File: src/design/stl_pkg.sv
// package for the serial temperature-limit interface block
// assumes one 100 MHz clock; serial pins sampled and edge-detected inside
// Behaviour
// - alert on temperature above the upper limit
// - alert on temperature below the lower limit
// - upper limit: 16-bit signed, read/write, resets to 0x2000
// - lower limit: 16-bit signed, read/write, resets to 0x0500
// - hysteresis: low four bits, resets to 0101, upper bits zero
// - input sampled on rising clock, output changed on falling clock
// - command bit six: one reads, zero writes
// - command bits five to three address one register
// - bit two with temperature read repeats it every 16 clocks
// - write data of 8 or 16 bits captured on rising edges
// - read shifts register out from first falling edge after command
// - select falling edge drives the data output low; free-running clock tolerated
// - works with select tied low, three-wire
// - 32 clocks of ones reset interface and registers
// - alert outputs are open drain: pull active or release
// - hysteresis subtracted from upper, added to lower for clearing
// - comparator mode clears alert past limit with hysteresis
// - interrupt mode clears alert on any read, re-arms on new crossing
package stl_pkg;
   // ---------------------------------------------------------------
   // register addresses
   // ---------------------------------------------------------------
   localparam logic [2:0] ADDR_STATUS = 3'h0;
   localparam logic [2:0] ADDR_TEMP = 3'h2;
   localparam logic [2:0] ADDR_ID = 3'h3;
   localparam logic [2:0] ADDR_CRIT = 3'h4;
   localparam logic [2:0] ADDR_HYST = 3'h5;
   localparam logic [2:0] ADDR_HIGH = 3'h6;
   localparam logic [2:0] ADDR_LOW = 3'h7;
   // ---------------------------------------------------------------
   // reset values and field positions
   // ---------------------------------------------------------------
   localparam logic [15:0] HIGH_RESET = 16'h2000;
   localparam logic [15:0] LOW_RESET = 16'h0500;
   localparam logic [15:0] CRIT_RESET = 16'h4980;
   localparam logic [7:0] HYST_RESET = 8'h05;
   localparam int HYST_W = 4;
   localparam int DEG_LSB = 7; // one degree = bit 7 of a 16-bit value
   localparam int CMD_TOP = 7;
   localparam int CMD_DIR = 6;
   localparam int CMD_ADDR_HI = 5;
   localparam int CMD_ADDR_LO = 3;
   localparam int CMD_REPEAT = 2;
   localparam logic [5:0] ONES_RESET_COUNT = 6'h20;
   localparam logic [4:0] WORD_BITS = 5'h10;
   localparam logic [4:0] BYTE_BITS = 5'h08;
   // arbitrary neutral identity value
   localparam logic [7:0] ID_VALUE = 8'h5A;
   // ---------------------------------------------------------------
   // transaction states and carried word
   // ---------------------------------------------------------------
   typedef enum logic [3:0] {
      ST_CMD = 4'b0001,
      ST_WRITE = 4'b0010,
      ST_READ = 4'b0100,
      ST_DONE = 4'b1000
   } stl_state_t;
   typedef struct packed {
      logic [2:0] addr;
      logic [15:0] data;
   } stl_wr_t;
endpackage

File: src/design/stl_fifo.sv
// small valid/ready fifo for register write words
// assumes one clock and a synchronous active-high reset
`timescale 1ns/1ns
`default_nettype none
module stl_fifo #(
   parameter int WIDTH = 19,
   parameter int DEPTH = 8
) (
   input wire logic ref_clk_i,
   input wire logic reset_i,
   input wire logic in_valid_i,
   output logic in_ready_o,
   input wire logic [WIDTH-1:0] in_data_i,
   output logic out_valid_o,
   input wire logic out_ready_i,
   output logic [WIDTH-1:0] out_data_o
);
   localparam int AW = $clog2(DEPTH);
   logic [WIDTH-1:0] mem [DEPTH];
   logic [AW:0] wr_ptr;
   logic [AW:0] rd_ptr;
   wire full = (wr_ptr[AW] != rd_ptr[AW]) && (wr_ptr[AW-1:0] == rd_ptr[AW-1:0]);
   wire empty = (wr_ptr == rd_ptr);
   wire push = in_valid_i && !full;
   wire pop = out_valid_o && out_ready_i;
   assign in_ready_o = !full;
   // read data held in a register so the output stays flop-driven
   always_ff @(posedge ref_clk_i) begin
      if (reset_i) begin
         wr_ptr <= '0;
         rd_ptr <= '0;
         out_valid_o <= 1'b0;
         out_data_o <= '0;
      end else begin
         if (push) begin
            mem[wr_ptr[AW-1:0]] <= in_data_i;
            wr_ptr <= wr_ptr + 1'b1;
         end
         if (!out_valid_o || pop) begin
            out_valid_o <= !empty;
            if (!empty) begin
               out_data_o <= mem[rd_ptr[AW-1:0]];
               rd_ptr <= rd_ptr + 1'b1;
            end
         end
      end
   end
endmodule
`default_nettype wire

File: src/design/stl_top.sv
// serial slave with limit registers and open-drain alert outputs
// assumes serial pins are asynchronous; temperature comes from a converter
`timescale 1ns/1ns
`default_nettype none
module stl_top #(
   parameter int FIFO_DEPTH = 8
) (
   input wire logic ref_clk_i,
   input wire logic reset_i,
   input wire logic sclk_i,
   input wire logic cs_n_i,
   input wire logic din_i,
   output logic dout_o,
   output logic dout_oe_o,
   input wire logic [15:0] temp_i,
   input wire logic temp_valid_i,
   input wire logic cmp_mode_i,
   input wire logic alert_pol_i,
   output logic limit_alert_out_o,
   output logic limit_alert_oe_o,
   output logic critical_alert_out_o,
   output logic critical_alert_oe_o
);
   // ---------------------------------------------------------------
   // pin synchronisers and edge detection
   // ---------------------------------------------------------------
   logic [1:0] sclk_s;
   logic [1:0] cs_s;
   logic [1:0] din_s;
   logic sclk_d;
   logic cs_d;
   // first stage is read only by the second stage
   always_ff @(posedge ref_clk_i) begin
      if (reset_i) begin
         sclk_s <= 2'b11;
         cs_s <= 2'b11;
         din_s <= 2'b00;
         sclk_d <= 1'b1;
         cs_d <= 1'b1;
      end else begin
         sclk_s <= {sclk_s[0], sclk_i};
         cs_s <= {cs_s[0], cs_n_i};
         din_s <= {din_s[0], din_i};
         sclk_d <= sclk_s[1];
         cs_d <= cs_s[1];
      end
   end
   wire sclk_rise = sclk_s[1] && !sclk_d;
   wire sclk_fall = !sclk_s[1] && sclk_d;
   wire cs_fall = !cs_s[1] && cs_d;
   wire cs_high = cs_s[1];
   wire din_bit = din_s[1];

   // ---------------------------------------------------------------
   // registers and transaction state
   // ---------------------------------------------------------------
   stl_pkg::stl_state_t state;
   stl_pkg::stl_state_t next_state;
   logic [15:0] upper_temp_limit;
   logic [15:0] lower_temp_limit;
   logic [15:0] critical_limit;
   logic [7:0] hysteresis_setting;
   logic [15:0] temp_value;
   logic [15:0] shift_in;
   logic [15:0] shift_out;
   logic [4:0] bit_cnt;
   logic [7:0] cmd;
   logic [5:0] ones_cnt;
   logic limit_alert;
   logic crit_alert;
   logic high_flag;
   logic low_flag;

   // helper: byte-wide registers
   function automatic logic is_byte(input logic [2:0] a);
      return (a == stl_pkg::ADDR_HYST) || (a == stl_pkg::ADDR_ID)
         || (a == stl_pkg::ADDR_STATUS);
   endfunction
   function automatic logic [15:0] read_mux(input logic [2:0] a);
      case (a)
         stl_pkg::ADDR_STATUS: read_mux = {limit_alert, crit_alert, high_flag,
            low_flag, 12'h000};
         stl_pkg::ADDR_TEMP: read_mux = temp_value;
         stl_pkg::ADDR_ID: read_mux = {stl_pkg::ID_VALUE, 8'h00};
         stl_pkg::ADDR_CRIT: read_mux = critical_limit;
         stl_pkg::ADDR_HYST: read_mux = {hysteresis_setting, 8'h00};
         stl_pkg::ADDR_HIGH: read_mux = upper_temp_limit;
         stl_pkg::ADDR_LOW: read_mux = lower_temp_limit;
         default: read_mux = 16'h0000;
      endcase
   endfunction

   // command fields, taken from the byte as it completes
   wire [7:0] cmd_next = {shift_in[6:0], din_bit};
   wire cmd_direction_bit = cmd_next[stl_pkg::CMD_DIR];
   wire [2:0] cmd_reg_addr =
      cmd_next[stl_pkg::CMD_ADDR_HI:stl_pkg::CMD_ADDR_LO];
   wire cmd_repeat_read_bit = cmd_next[stl_pkg::CMD_REPEAT];
   wire [2:0] cur_addr = cmd[stl_pkg::CMD_ADDR_HI:stl_pkg::CMD_ADDR_LO];
   wire [4:0] cur_len = is_byte(cur_addr) ? stl_pkg::BYTE_BITS
      : stl_pkg::WORD_BITS;
   wire cmd_done = (state == stl_pkg::ST_CMD) && sclk_rise
      && (bit_cnt == 5'd7);
   wire wr_done = (state == stl_pkg::ST_WRITE) && sclk_rise
      && (bit_cnt == cur_len - 5'd1);
   wire cont_read = cmd[stl_pkg::CMD_REPEAT]
      && (cur_addr == stl_pkg::ADDR_TEMP);
   wire rd_word_end = (state == stl_pkg::ST_READ) && sclk_rise
      && (bit_cnt == cur_len - 5'd1);
   wire ones_reset = (ones_cnt == stl_pkg::ONES_RESET_COUNT);
   wire read_start = cmd_done && cmd_direction_bit;

   // ---------------------------------------------------------------
   // write fifo: decouples the serial capture from register update
   // ---------------------------------------------------------------
   stl_pkg::stl_wr_t wr_in;
   stl_pkg::stl_wr_t wr_out;
   logic wr_out_valid;
   wire [15:0] wr_word = is_byte(cur_addr) ? {8'h00, cmd_next}
      : {shift_in[14:0], din_bit};
   assign wr_in.addr = cur_addr;
   assign wr_in.data = wr_word;
   stl_fifo #(
      .WIDTH($bits(stl_pkg::stl_wr_t)),
      .DEPTH(FIFO_DEPTH)
   ) u_wr_fifo (
      .ref_clk_i(ref_clk_i),
      .reset_i(reset_i || ones_reset),
      .in_valid_i(wr_done),
      .in_ready_o(),
      .in_data_i(wr_in),
      .out_valid_o(wr_out_valid),
      .out_ready_i(1'b1),
      .out_data_o(wr_out)
   );

   // next state of the transaction engine
   always_comb begin
      next_state = state;
      case (state)
         stl_pkg::ST_CMD: if (cmd_done) begin
            next_state = cmd_direction_bit ? stl_pkg::ST_READ
               : stl_pkg::ST_WRITE;
         end
         stl_pkg::ST_WRITE: if (wr_done) begin
            next_state = stl_pkg::ST_DONE;
         end
         stl_pkg::ST_READ: if (rd_word_end && !cont_read) begin
            next_state = stl_pkg::ST_DONE;
         end
         stl_pkg::ST_DONE: next_state = stl_pkg::ST_CMD;
         default: next_state = stl_pkg::ST_CMD;
      endcase
      if (cs_fall) begin
         next_state = stl_pkg::ST_CMD;
      end
   end
   // ones counter: counts rising clocks with din high, even mid-frame
   always_ff @(posedge ref_clk_i) begin
      if (reset_i || ones_reset) begin
         ones_cnt <= '0;
      end else if (sclk_rise) begin
         ones_cnt <= din_bit ? ones_cnt + 6'd1 : 6'd0;
      end
   end
   // serial shift engine; select high drops any partial byte
   always_ff @(posedge ref_clk_i) begin
      if (reset_i || ones_reset || (cs_high && !cs_fall)) begin
         state <= stl_pkg::ST_CMD;
         bit_cnt <= '0;
         shift_in <= '0;
         cmd <= '0;
      end else begin
         state <= next_state;
         if (cs_fall) begin
            bit_cnt <= '0;
         end else if (sclk_rise) begin
            shift_in <= {shift_in[14:0], din_bit};
            if (cmd_done) begin
               cmd <= cmd_next;
               bit_cnt <= '0;
            end else if (wr_done || rd_word_end) begin
               bit_cnt <= '0;
            end else begin
               bit_cnt <= bit_cnt + 5'd1;
            end
         end
      end
   end
   // output shifter: loaded at command end, moves on falling edges
   logic load_pend;
   always_ff @(posedge ref_clk_i) begin
      if (reset_i || ones_reset) begin
         shift_out <= '0;
         dout_o <= 1'b0;
         dout_oe_o <= 1'b0;
         load_pend <= 1'b0;
      end else begin
         dout_oe_o <= !cs_high;
         if (cs_fall) begin
            dout_o <= 1'b0;
         end
         if (read_start || (rd_word_end && cont_read)) begin
            shift_out <= read_mux(read_start ? cmd_reg_addr : cur_addr);
            load_pend <= 1'b1;
         end else if (sclk_fall && state == stl_pkg::ST_READ) begin
            dout_o <= load_pend ? shift_out[15] : shift_out[14];
            shift_out <= load_pend ? shift_out : {shift_out[14:0], 1'b0};
            load_pend <= 1'b0;
         end
      end
   end

   // ---------------------------------------------------------------
   // register file and limit comparison
   // ---------------------------------------------------------------
   wire signed [16:0] t_s = {temp_value[15], temp_value};
   wire signed [16:0] hi_s = {upper_temp_limit[15], upper_temp_limit};
   wire signed [16:0] lo_s = {lower_temp_limit[15], lower_temp_limit};
   wire signed [16:0] cr_s = {critical_limit[15], critical_limit};
   wire signed [16:0] hy_s =
      17'(hysteresis_setting[stl_pkg::HYST_W-1:0]) << stl_pkg::DEG_LSB;
   wire over = t_s > hi_s;
   wire under = t_s < lo_s;
   wire over_clr = t_s < (hi_s - hy_s);
   wire under_clr = t_s > (lo_s + hy_s);
   wire crit = t_s > cr_s;
   wire crit_clr = t_s < (cr_s - hy_s);
   wire any_read = read_start;
   // writes drain from the fifo into the addressed register
   always_ff @(posedge ref_clk_i) begin
      if (reset_i || ones_reset) begin
         upper_temp_limit <= stl_pkg::HIGH_RESET;
         lower_temp_limit <= stl_pkg::LOW_RESET;
         hysteresis_setting <= stl_pkg::HYST_RESET;
         critical_limit <= stl_pkg::CRIT_RESET;
         temp_value <= '0;
      end else begin
         if (temp_valid_i) begin
            temp_value <= temp_i;
         end
         if (wr_out_valid) begin
            case (wr_out.addr)
               stl_pkg::ADDR_HIGH: upper_temp_limit <= wr_out.data;
               stl_pkg::ADDR_LOW: lower_temp_limit <= wr_out.data;
               stl_pkg::ADDR_CRIT: critical_limit <= wr_out.data;
               stl_pkg::ADDR_HYST: hysteresis_setting <=
                  {4'h0, wr_out.data[stl_pkg::HYST_W-1:0]};
               default: ;
            endcase
         end
      end
   end
   // alert state: comparator clears with hysteresis, interrupt on read
   always_ff @(posedge ref_clk_i) begin
      if (reset_i || ones_reset) begin
         limit_alert <= 1'b0;
         crit_alert <= 1'b0;
         high_flag <= 1'b0;
         low_flag <= 1'b0;
      end else begin
         high_flag <= over && !high_flag ? 1'b1 : (over_clr ? 1'b0 : high_flag);
         low_flag <= under && !low_flag ? 1'b1 : (under_clr ? 1'b0 : low_flag);
         if (cmp_mode_i) begin
            if (over || under) begin
               limit_alert <= 1'b1;
            end else if ((over_clr && !under) || (under_clr && !over)) begin
               limit_alert <= (!over_clr && high_flag)
                  || (!under_clr && low_flag);
            end
         end else begin
            // a fresh crossing wins over a read in the same cycle
            if ((over && !high_flag) || (under && !low_flag)) begin
               limit_alert <= 1'b1;
            end else if (any_read) begin
               limit_alert <= 1'b0;
            end
         end
         crit_alert <= crit ? 1'b1 : (crit_clr ? 1'b0 : crit_alert);
      end
   end
   // open drain: drive active level only while alerted
   assign limit_alert_out_o = alert_pol_i;
   assign limit_alert_oe_o = limit_alert;
   assign critical_alert_out_o = 1'b0;
   assign critical_alert_oe_o = crit_alert;

   // ---------------------------------------------------------------
   // checks
   // ---------------------------------------------------------------
   property p_reg_reset;
      @(posedge ref_clk_i) reset_i |=> upper_temp_limit == 16'h2000
         && lower_temp_limit == 16'h0500 && hysteresis_setting == 8'h05;
   endproperty
   a_reg_reset: assert property (p_reg_reset) else $error("bad reset");
   property p_over;
      @(posedge ref_clk_i) disable iff (reset_i)
         (over && (cmp_mode_i || !high_flag) && !ones_reset) |=> limit_alert;
   endproperty
   a_over: assert property (p_over) else $error("no over alert");
   property p_under;
      @(posedge ref_clk_i) disable iff (reset_i)
         (under && (cmp_mode_i || !low_flag) && !ones_reset) |=> limit_alert;
   endproperty
   a_under: assert property (p_under) else $error("no under alert");
   property p_ones;
      @(posedge ref_clk_i) disable iff (reset_i)
         ones_reset |=> upper_temp_limit == 16'h2000 && state == stl_pkg::ST_CMD;
   endproperty
   a_ones: assert property (p_ones) else $error("no ones reset");
   property p_od;
      @(posedge ref_clk_i) disable iff (reset_i)
         (crit && !ones_reset) |=> critical_alert_oe_o && !critical_alert_out_o;
   endproperty
   a_od: assert property (p_od) else $error("open drain");
   property p_int_clr;
      @(posedge ref_clk_i) disable iff (reset_i)
         (!cmp_mode_i && any_read && !over && !under && !ones_reset)
         |=> !limit_alert;
   endproperty
   a_int_clr: assert property (p_int_clr) else $error("no read clear");
   property p_hyst;
      @(posedge ref_clk_i) disable iff (reset_i)
         hysteresis_setting[7:4] == 4'h0;
   endproperty
   a_hyst: assert property (p_hyst) else $error("hyst high bits");
   property p_cs_abort;
      @(posedge ref_clk_i) disable iff (reset_i)
         (cs_high && !cs_fall) |=> bit_cnt == 5'd0;
   endproperty
   a_cs_abort: assert property (p_cs_abort) else $error("no abort");
   c_write: cover property (@(posedge ref_clk_i) wr_done);
   c_read: cover property (@(posedge ref_clk_i) read_start);
   c_cont: cover property (@(posedge ref_clk_i) rd_word_end && cont_read);
endmodule
`default_nettype wire

File: config.mk
export PLATFORM = sky130hd
export DESIGN_NAME = stl_top
export DESIGN_NICKNAME = d
export VERILOG_FILES = /design/src/design/stl_pkg.sv /design/src/design/stl_fifo.sv /design/src/design/stl_top.sv
export SDC_FILE = /design/constraint.sdc
export NUM_CORES = 1
export LEC_CHECK = 0
export BUFFER_PORTS_ARGS = -buffer_cell sky130_fd_sc_hd__buf_2
export CORE_MARGIN = 3
export CORE_UTILIZATION = 50
export CTS_CLUSTER_DIAMETER = 200
export CTS_CLUSTER_SIZE = 14
export DETAILED_ROUTE_END_ITERATION = 10
export HOLD_SLACK_MARGIN = 0.15
export PLACE_DENSITY = 0.68
export REMOVE_ABC_BUFFERS = 1
export SLEW_MARGIN = 20
export SYNTH_ARGS = -nofsm -noshare
export SYNTH_HDL_FRONTEND = slang
export SYNTH_HIERARCHICAL = 1
export SYNTH_SLANG_ARGS = --single-unit
File: constraint.sdc
create_clock -name ref_clk_i -period 3.6 [get_ports ref_clk_i]
set_clock_uncertainty 0.15 [all_clocks]
set_input_delay 0 -clock ref_clk_i [delete_from_list [all_inputs] [get_ports ref_clk_i]]
set_output_delay 0 -clock ref_clk_i [all_outputs]
set_load 0.1 [all_outputs]
==> reports/qor.txt <==
CLOCK TREE
-------------------------------------------------------------------------------
H-Tree Depth                                                                  1
TritonCTS clock tree                                                       done
Total clock sinks                                                           313
CTS buffer count                                                             26
CTS clk-pin slew, worst paths                                           0.08 ns
Latest clock arrival within the worst-skew pair                         0.55 ns
Cell at the root of the clock tree                                 sky130_fd_sc_hd__clkbuf_16
Buffers from clock root to sink, at most                                      3

PLACEMENT
-------------------------------------------------------------------------------
Placed instance count                                                      1794
Detailed placement HPWL                                                26100 µm
Final weighted congestion of routability-driven global placement          0.886
Port Buffers                                                                 26
Cell area reported after detailed placement                           16000 µm²

DRT
-------------------------------------------------------------------------------
Post-route antenna net violation count                                        0
DRT Pass-1 Iters                                                              6
Routed length per instance                                              19.8 µm
Number of DRC violations after detailed routing                               0
Ratio of routed vias to standard cells                                     5.75
Total number of vias                                                      10.9k
Iteration-0 DRC Markers                                                     802
Detailed-route wire length                                             37500 µm

FLOORPLANNING
-------------------------------------------------------------------------------
Number of placement rows                                                     63
Core area                                                             29700 µm²
Die W                                                                    180 µm
Vertical extent of the die                                               180 µm
Ports placed on the boundary                                                 30
Area of the die                                                       32400 µm²
Effective utilization at floorplan                                        51.0%

GRT
-------------------------------------------------------------------------------
Remaining global-route overflow                                               0
Initial antenna violation count                                               0
GRT Util Overall                                                          22.9%
Wire length of the first global-routing pass                           59500 µm
Number of global-route vias before repair                                 10.8k
Largest net degree at the start of global routing                            42

STA
-------------------------------------------------------------------------------
Post-layout minimum cycle time                                          3.80 ns
Slew @ Worst Pin                                                       0.975 ns
Rel. slew slack                                                           34.8%
Max Slew Vio Count                                                            0
Fin worst setup slack                                                 -0.201 ns
Count of endpoints failing setup in the final report                          1
Hold violation total from the final report                                    0
Crit share post-route                                                      106%
RSZ-0062 raised after global routing                                        yes
Maximum frequency from static timing analysis                           263 MHz

FINAL LAYOUT
-------------------------------------------------------------------------------
Growth of design area from synthesis to finish                            15.6%
Ratio of cells with drive above 1 in the final layout                     15.1%
Antenna diodes                                                                0
Post-route cell area                                                  17500 µm²
Net count, final                                                           1617
Filler-free cell count of the finished design                              1900

CRITICAL PATH
-------------------------------------------------------------------------------
FF-to-FF setup slack                                                   -0.20 ns
Critical path data arrival time                                         4.09 ns
Kind of start point of the critical path                                   flop
WP data required                                                        3.89 ns
Crit Path Max Fanout                                                          3
Critical path class                                                     reg2reg
Setup crit end kind                                                        flop

POWER AND IR DROP
-------------------------------------------------------------------------------
Pwr/cell area                                                        429 nW/µm²
LEAKAGE                                                                 6.33 nW
Max IR drop VDD                                                        0.390 mV
Total design power                                                    0.00751 W

STATUS
-------------------------------------------------------------------------------
Violations in the final reports                                    negative setup slack
Result of the run                                                  finished, violations left

WORST HOLD PATH
-------------------------------------------------------------------------------
Worst min-delay path class                                               in2reg

JOB
-------------------------------------------------------------------------------
Max-cap violations                                                            0

SYNTH
-------------------------------------------------------------------------------
Synth Cell Area                                                       15100 µm²
Avg Cell Area, Syn                                                     11.0 µm²
Cells after synthesis                                                      1380
Synth warnings                                                                6

==> state kept, by name, indices dropped and copies added (netlist names), 4 cells and up <==
| name | flops |
|---|---|
| lower_temp_limit | 16 |
| shift_in | 15 |
| bit_cnt | 5 |
| u_wr_fifo/wr_ptr | 4 |
| u_wr_fifo/rd_ptr | 4 |
| ones_cnt | 6 |
| state | 4 |
| temp_value | 16 |
| shift_out | 16 |
| critical_limit | 16 |
| u_wr_fifo/mem | 152 |
| u_wr_fifo/out_data_o | 19 |
| hysteresis_setting | 4 |
| upper_temp_limit | 16 |
| cmd | 4 |
==> routing by layer <==
metal	track usage (%)	part of all wire (%)	up-vias
met2	38.3	47	304
met5	0	0	-
met4	8.07	3.7	0
li1	-	-	5257
met3	2.52	4.7	71
met1	31.3	44	5300
==> stage by stage <==
stage / setup slack (ns) / util (%) / setup TNS, ns / hold slack, ns
detailed placement: -0.376 / 54.0 / -0.420 / -0.149
global placement: -0.306 / 54.0 / -0.306 / -0.149
global route: -0.378 / 58.9 / -0.581 / 0.259
CTS: -0.214 / 58.8 / -0.214 / 0.181
finish: -0.201 / 58.9 / -0.201 / 0.207
floorplan: -1.00 / - / -92.99 / -0.150
==> layout by cell type, fill, tap and decap left out, types with 23 or more instances in the layout <==
cell type	n
sky130_fd_sc_hd__a211oi_1	23
sky130_fd_sc_hd__a21o_1	24
sky130_fd_sc_hd__a21oi_1	111
sky130_fd_sc_hd__buf_2	26
sky130_fd_sc_hd__buf_4	63
sky130_fd_sc_hd__clkbuf_16	26
sky130_fd_sc_hd__dfxtp_1	156
sky130_fd_sc_hd__dlygate4sd3_1	61
sky130_fd_sc_hd__edfxtp_1	152
sky130_fd_sc_hd__ha_1	93
sky130_fd_sc_hd__inv_1	68
sky130_fd_sc_hd__mux2i_1	57
sky130_fd_sc_hd__mux4_2	38
sky130_fd_sc_hd__nand2_1	178
sky130_fd_sc_hd__nor2_1	77
sky130_fd_sc_hd__o21ai_0	42
sky130_fd_sc_hd__xnor2_1	23
==> final timing paths <==
kind                                                       start                            end  depth (start not counted)
worst max-delay path            upper_temp_limit[7]$_SDFFE_PP0P_  limit_alert_oe_o$_SDFFE_PP0P_                         18
worst min-delay path                                  cmp_mode_i  limit_alert_oe_o$_SDFFE_PP0P_                          4
worst max register to register  upper_temp_limit[7]$_SDFFE_PP0P_  limit_alert_oe_o$_SDFFE_PP0P_                         18
worst min register to register              sclk_s[0]$_SDFF_PP1_           sclk_s[1]$_SDFF_PP1_                          1
==> critical path: stages (launching register included) <==
cell and delay [ns]:
sky130_fd_sc_hd__dfxtp_2 0.33, sky130_fd_sc_hd__inv_2 0.06, sky130_fd_sc_hd__ha_2 0.17, sky130_fd_sc_hd__inv_2 0.05, sky130_fd_sc_hd__fa_2 0.39, sky130_fd_sc_hd__a21oi_2 0.13
sky130_fd_sc_hd__nor2b_1 0.07, sky130_fd_sc_hd__or3_4 0.36, sky130_fd_sc_hd__nor2_4 0.11, sky130_fd_sc_hd__xnor2_2 0.12, sky130_fd_sc_hd__ha_1 0.26, sky130_fd_sc_hd__a21o_1 0.18
sky130_fd_sc_hd__a21oi_2 0.12, sky130_fd_sc_hd__o21ai_1 0.07, sky130_fd_sc_hd__a31oi_1 0.18, sky130_fd_sc_hd__mux2i_1 0.30, sky130_fd_sc_hd__mux2_2 0.37, sky130_fd_sc_hd__a221oi_2 0.18
sky130_fd_sc_hd__o21ai_1 0.08
==> repair_timing <==
action                     4_1_cts  5_1_grt
setup endpoints to repair        2        3
gates resized for setup         17       11
pin swaps                        7        7
hold endpoints to repair        60        0
hold buffers                    61        0
setup buffers                    1        1
==> power by group <==
group,switching (W),internal [W]
Clock,0.00126,0.00136
Sequential,0.000199,0.00383
Combinational,0.000489,0.000375
==> layout make-up <==
class / instances / area (µm²)
flip-flops and latches: 313 / 7790
well taps: 390 / 488
multi-input cells: 927 / 6890
inverters: 72 / 272
clock inverters: 2 / 41.3
clock buffers: 41 / 707
repair buffers: 155 / 1310
fillers: 2434 / 12200
Note: power is estimated with default switching activity, not from simulation.
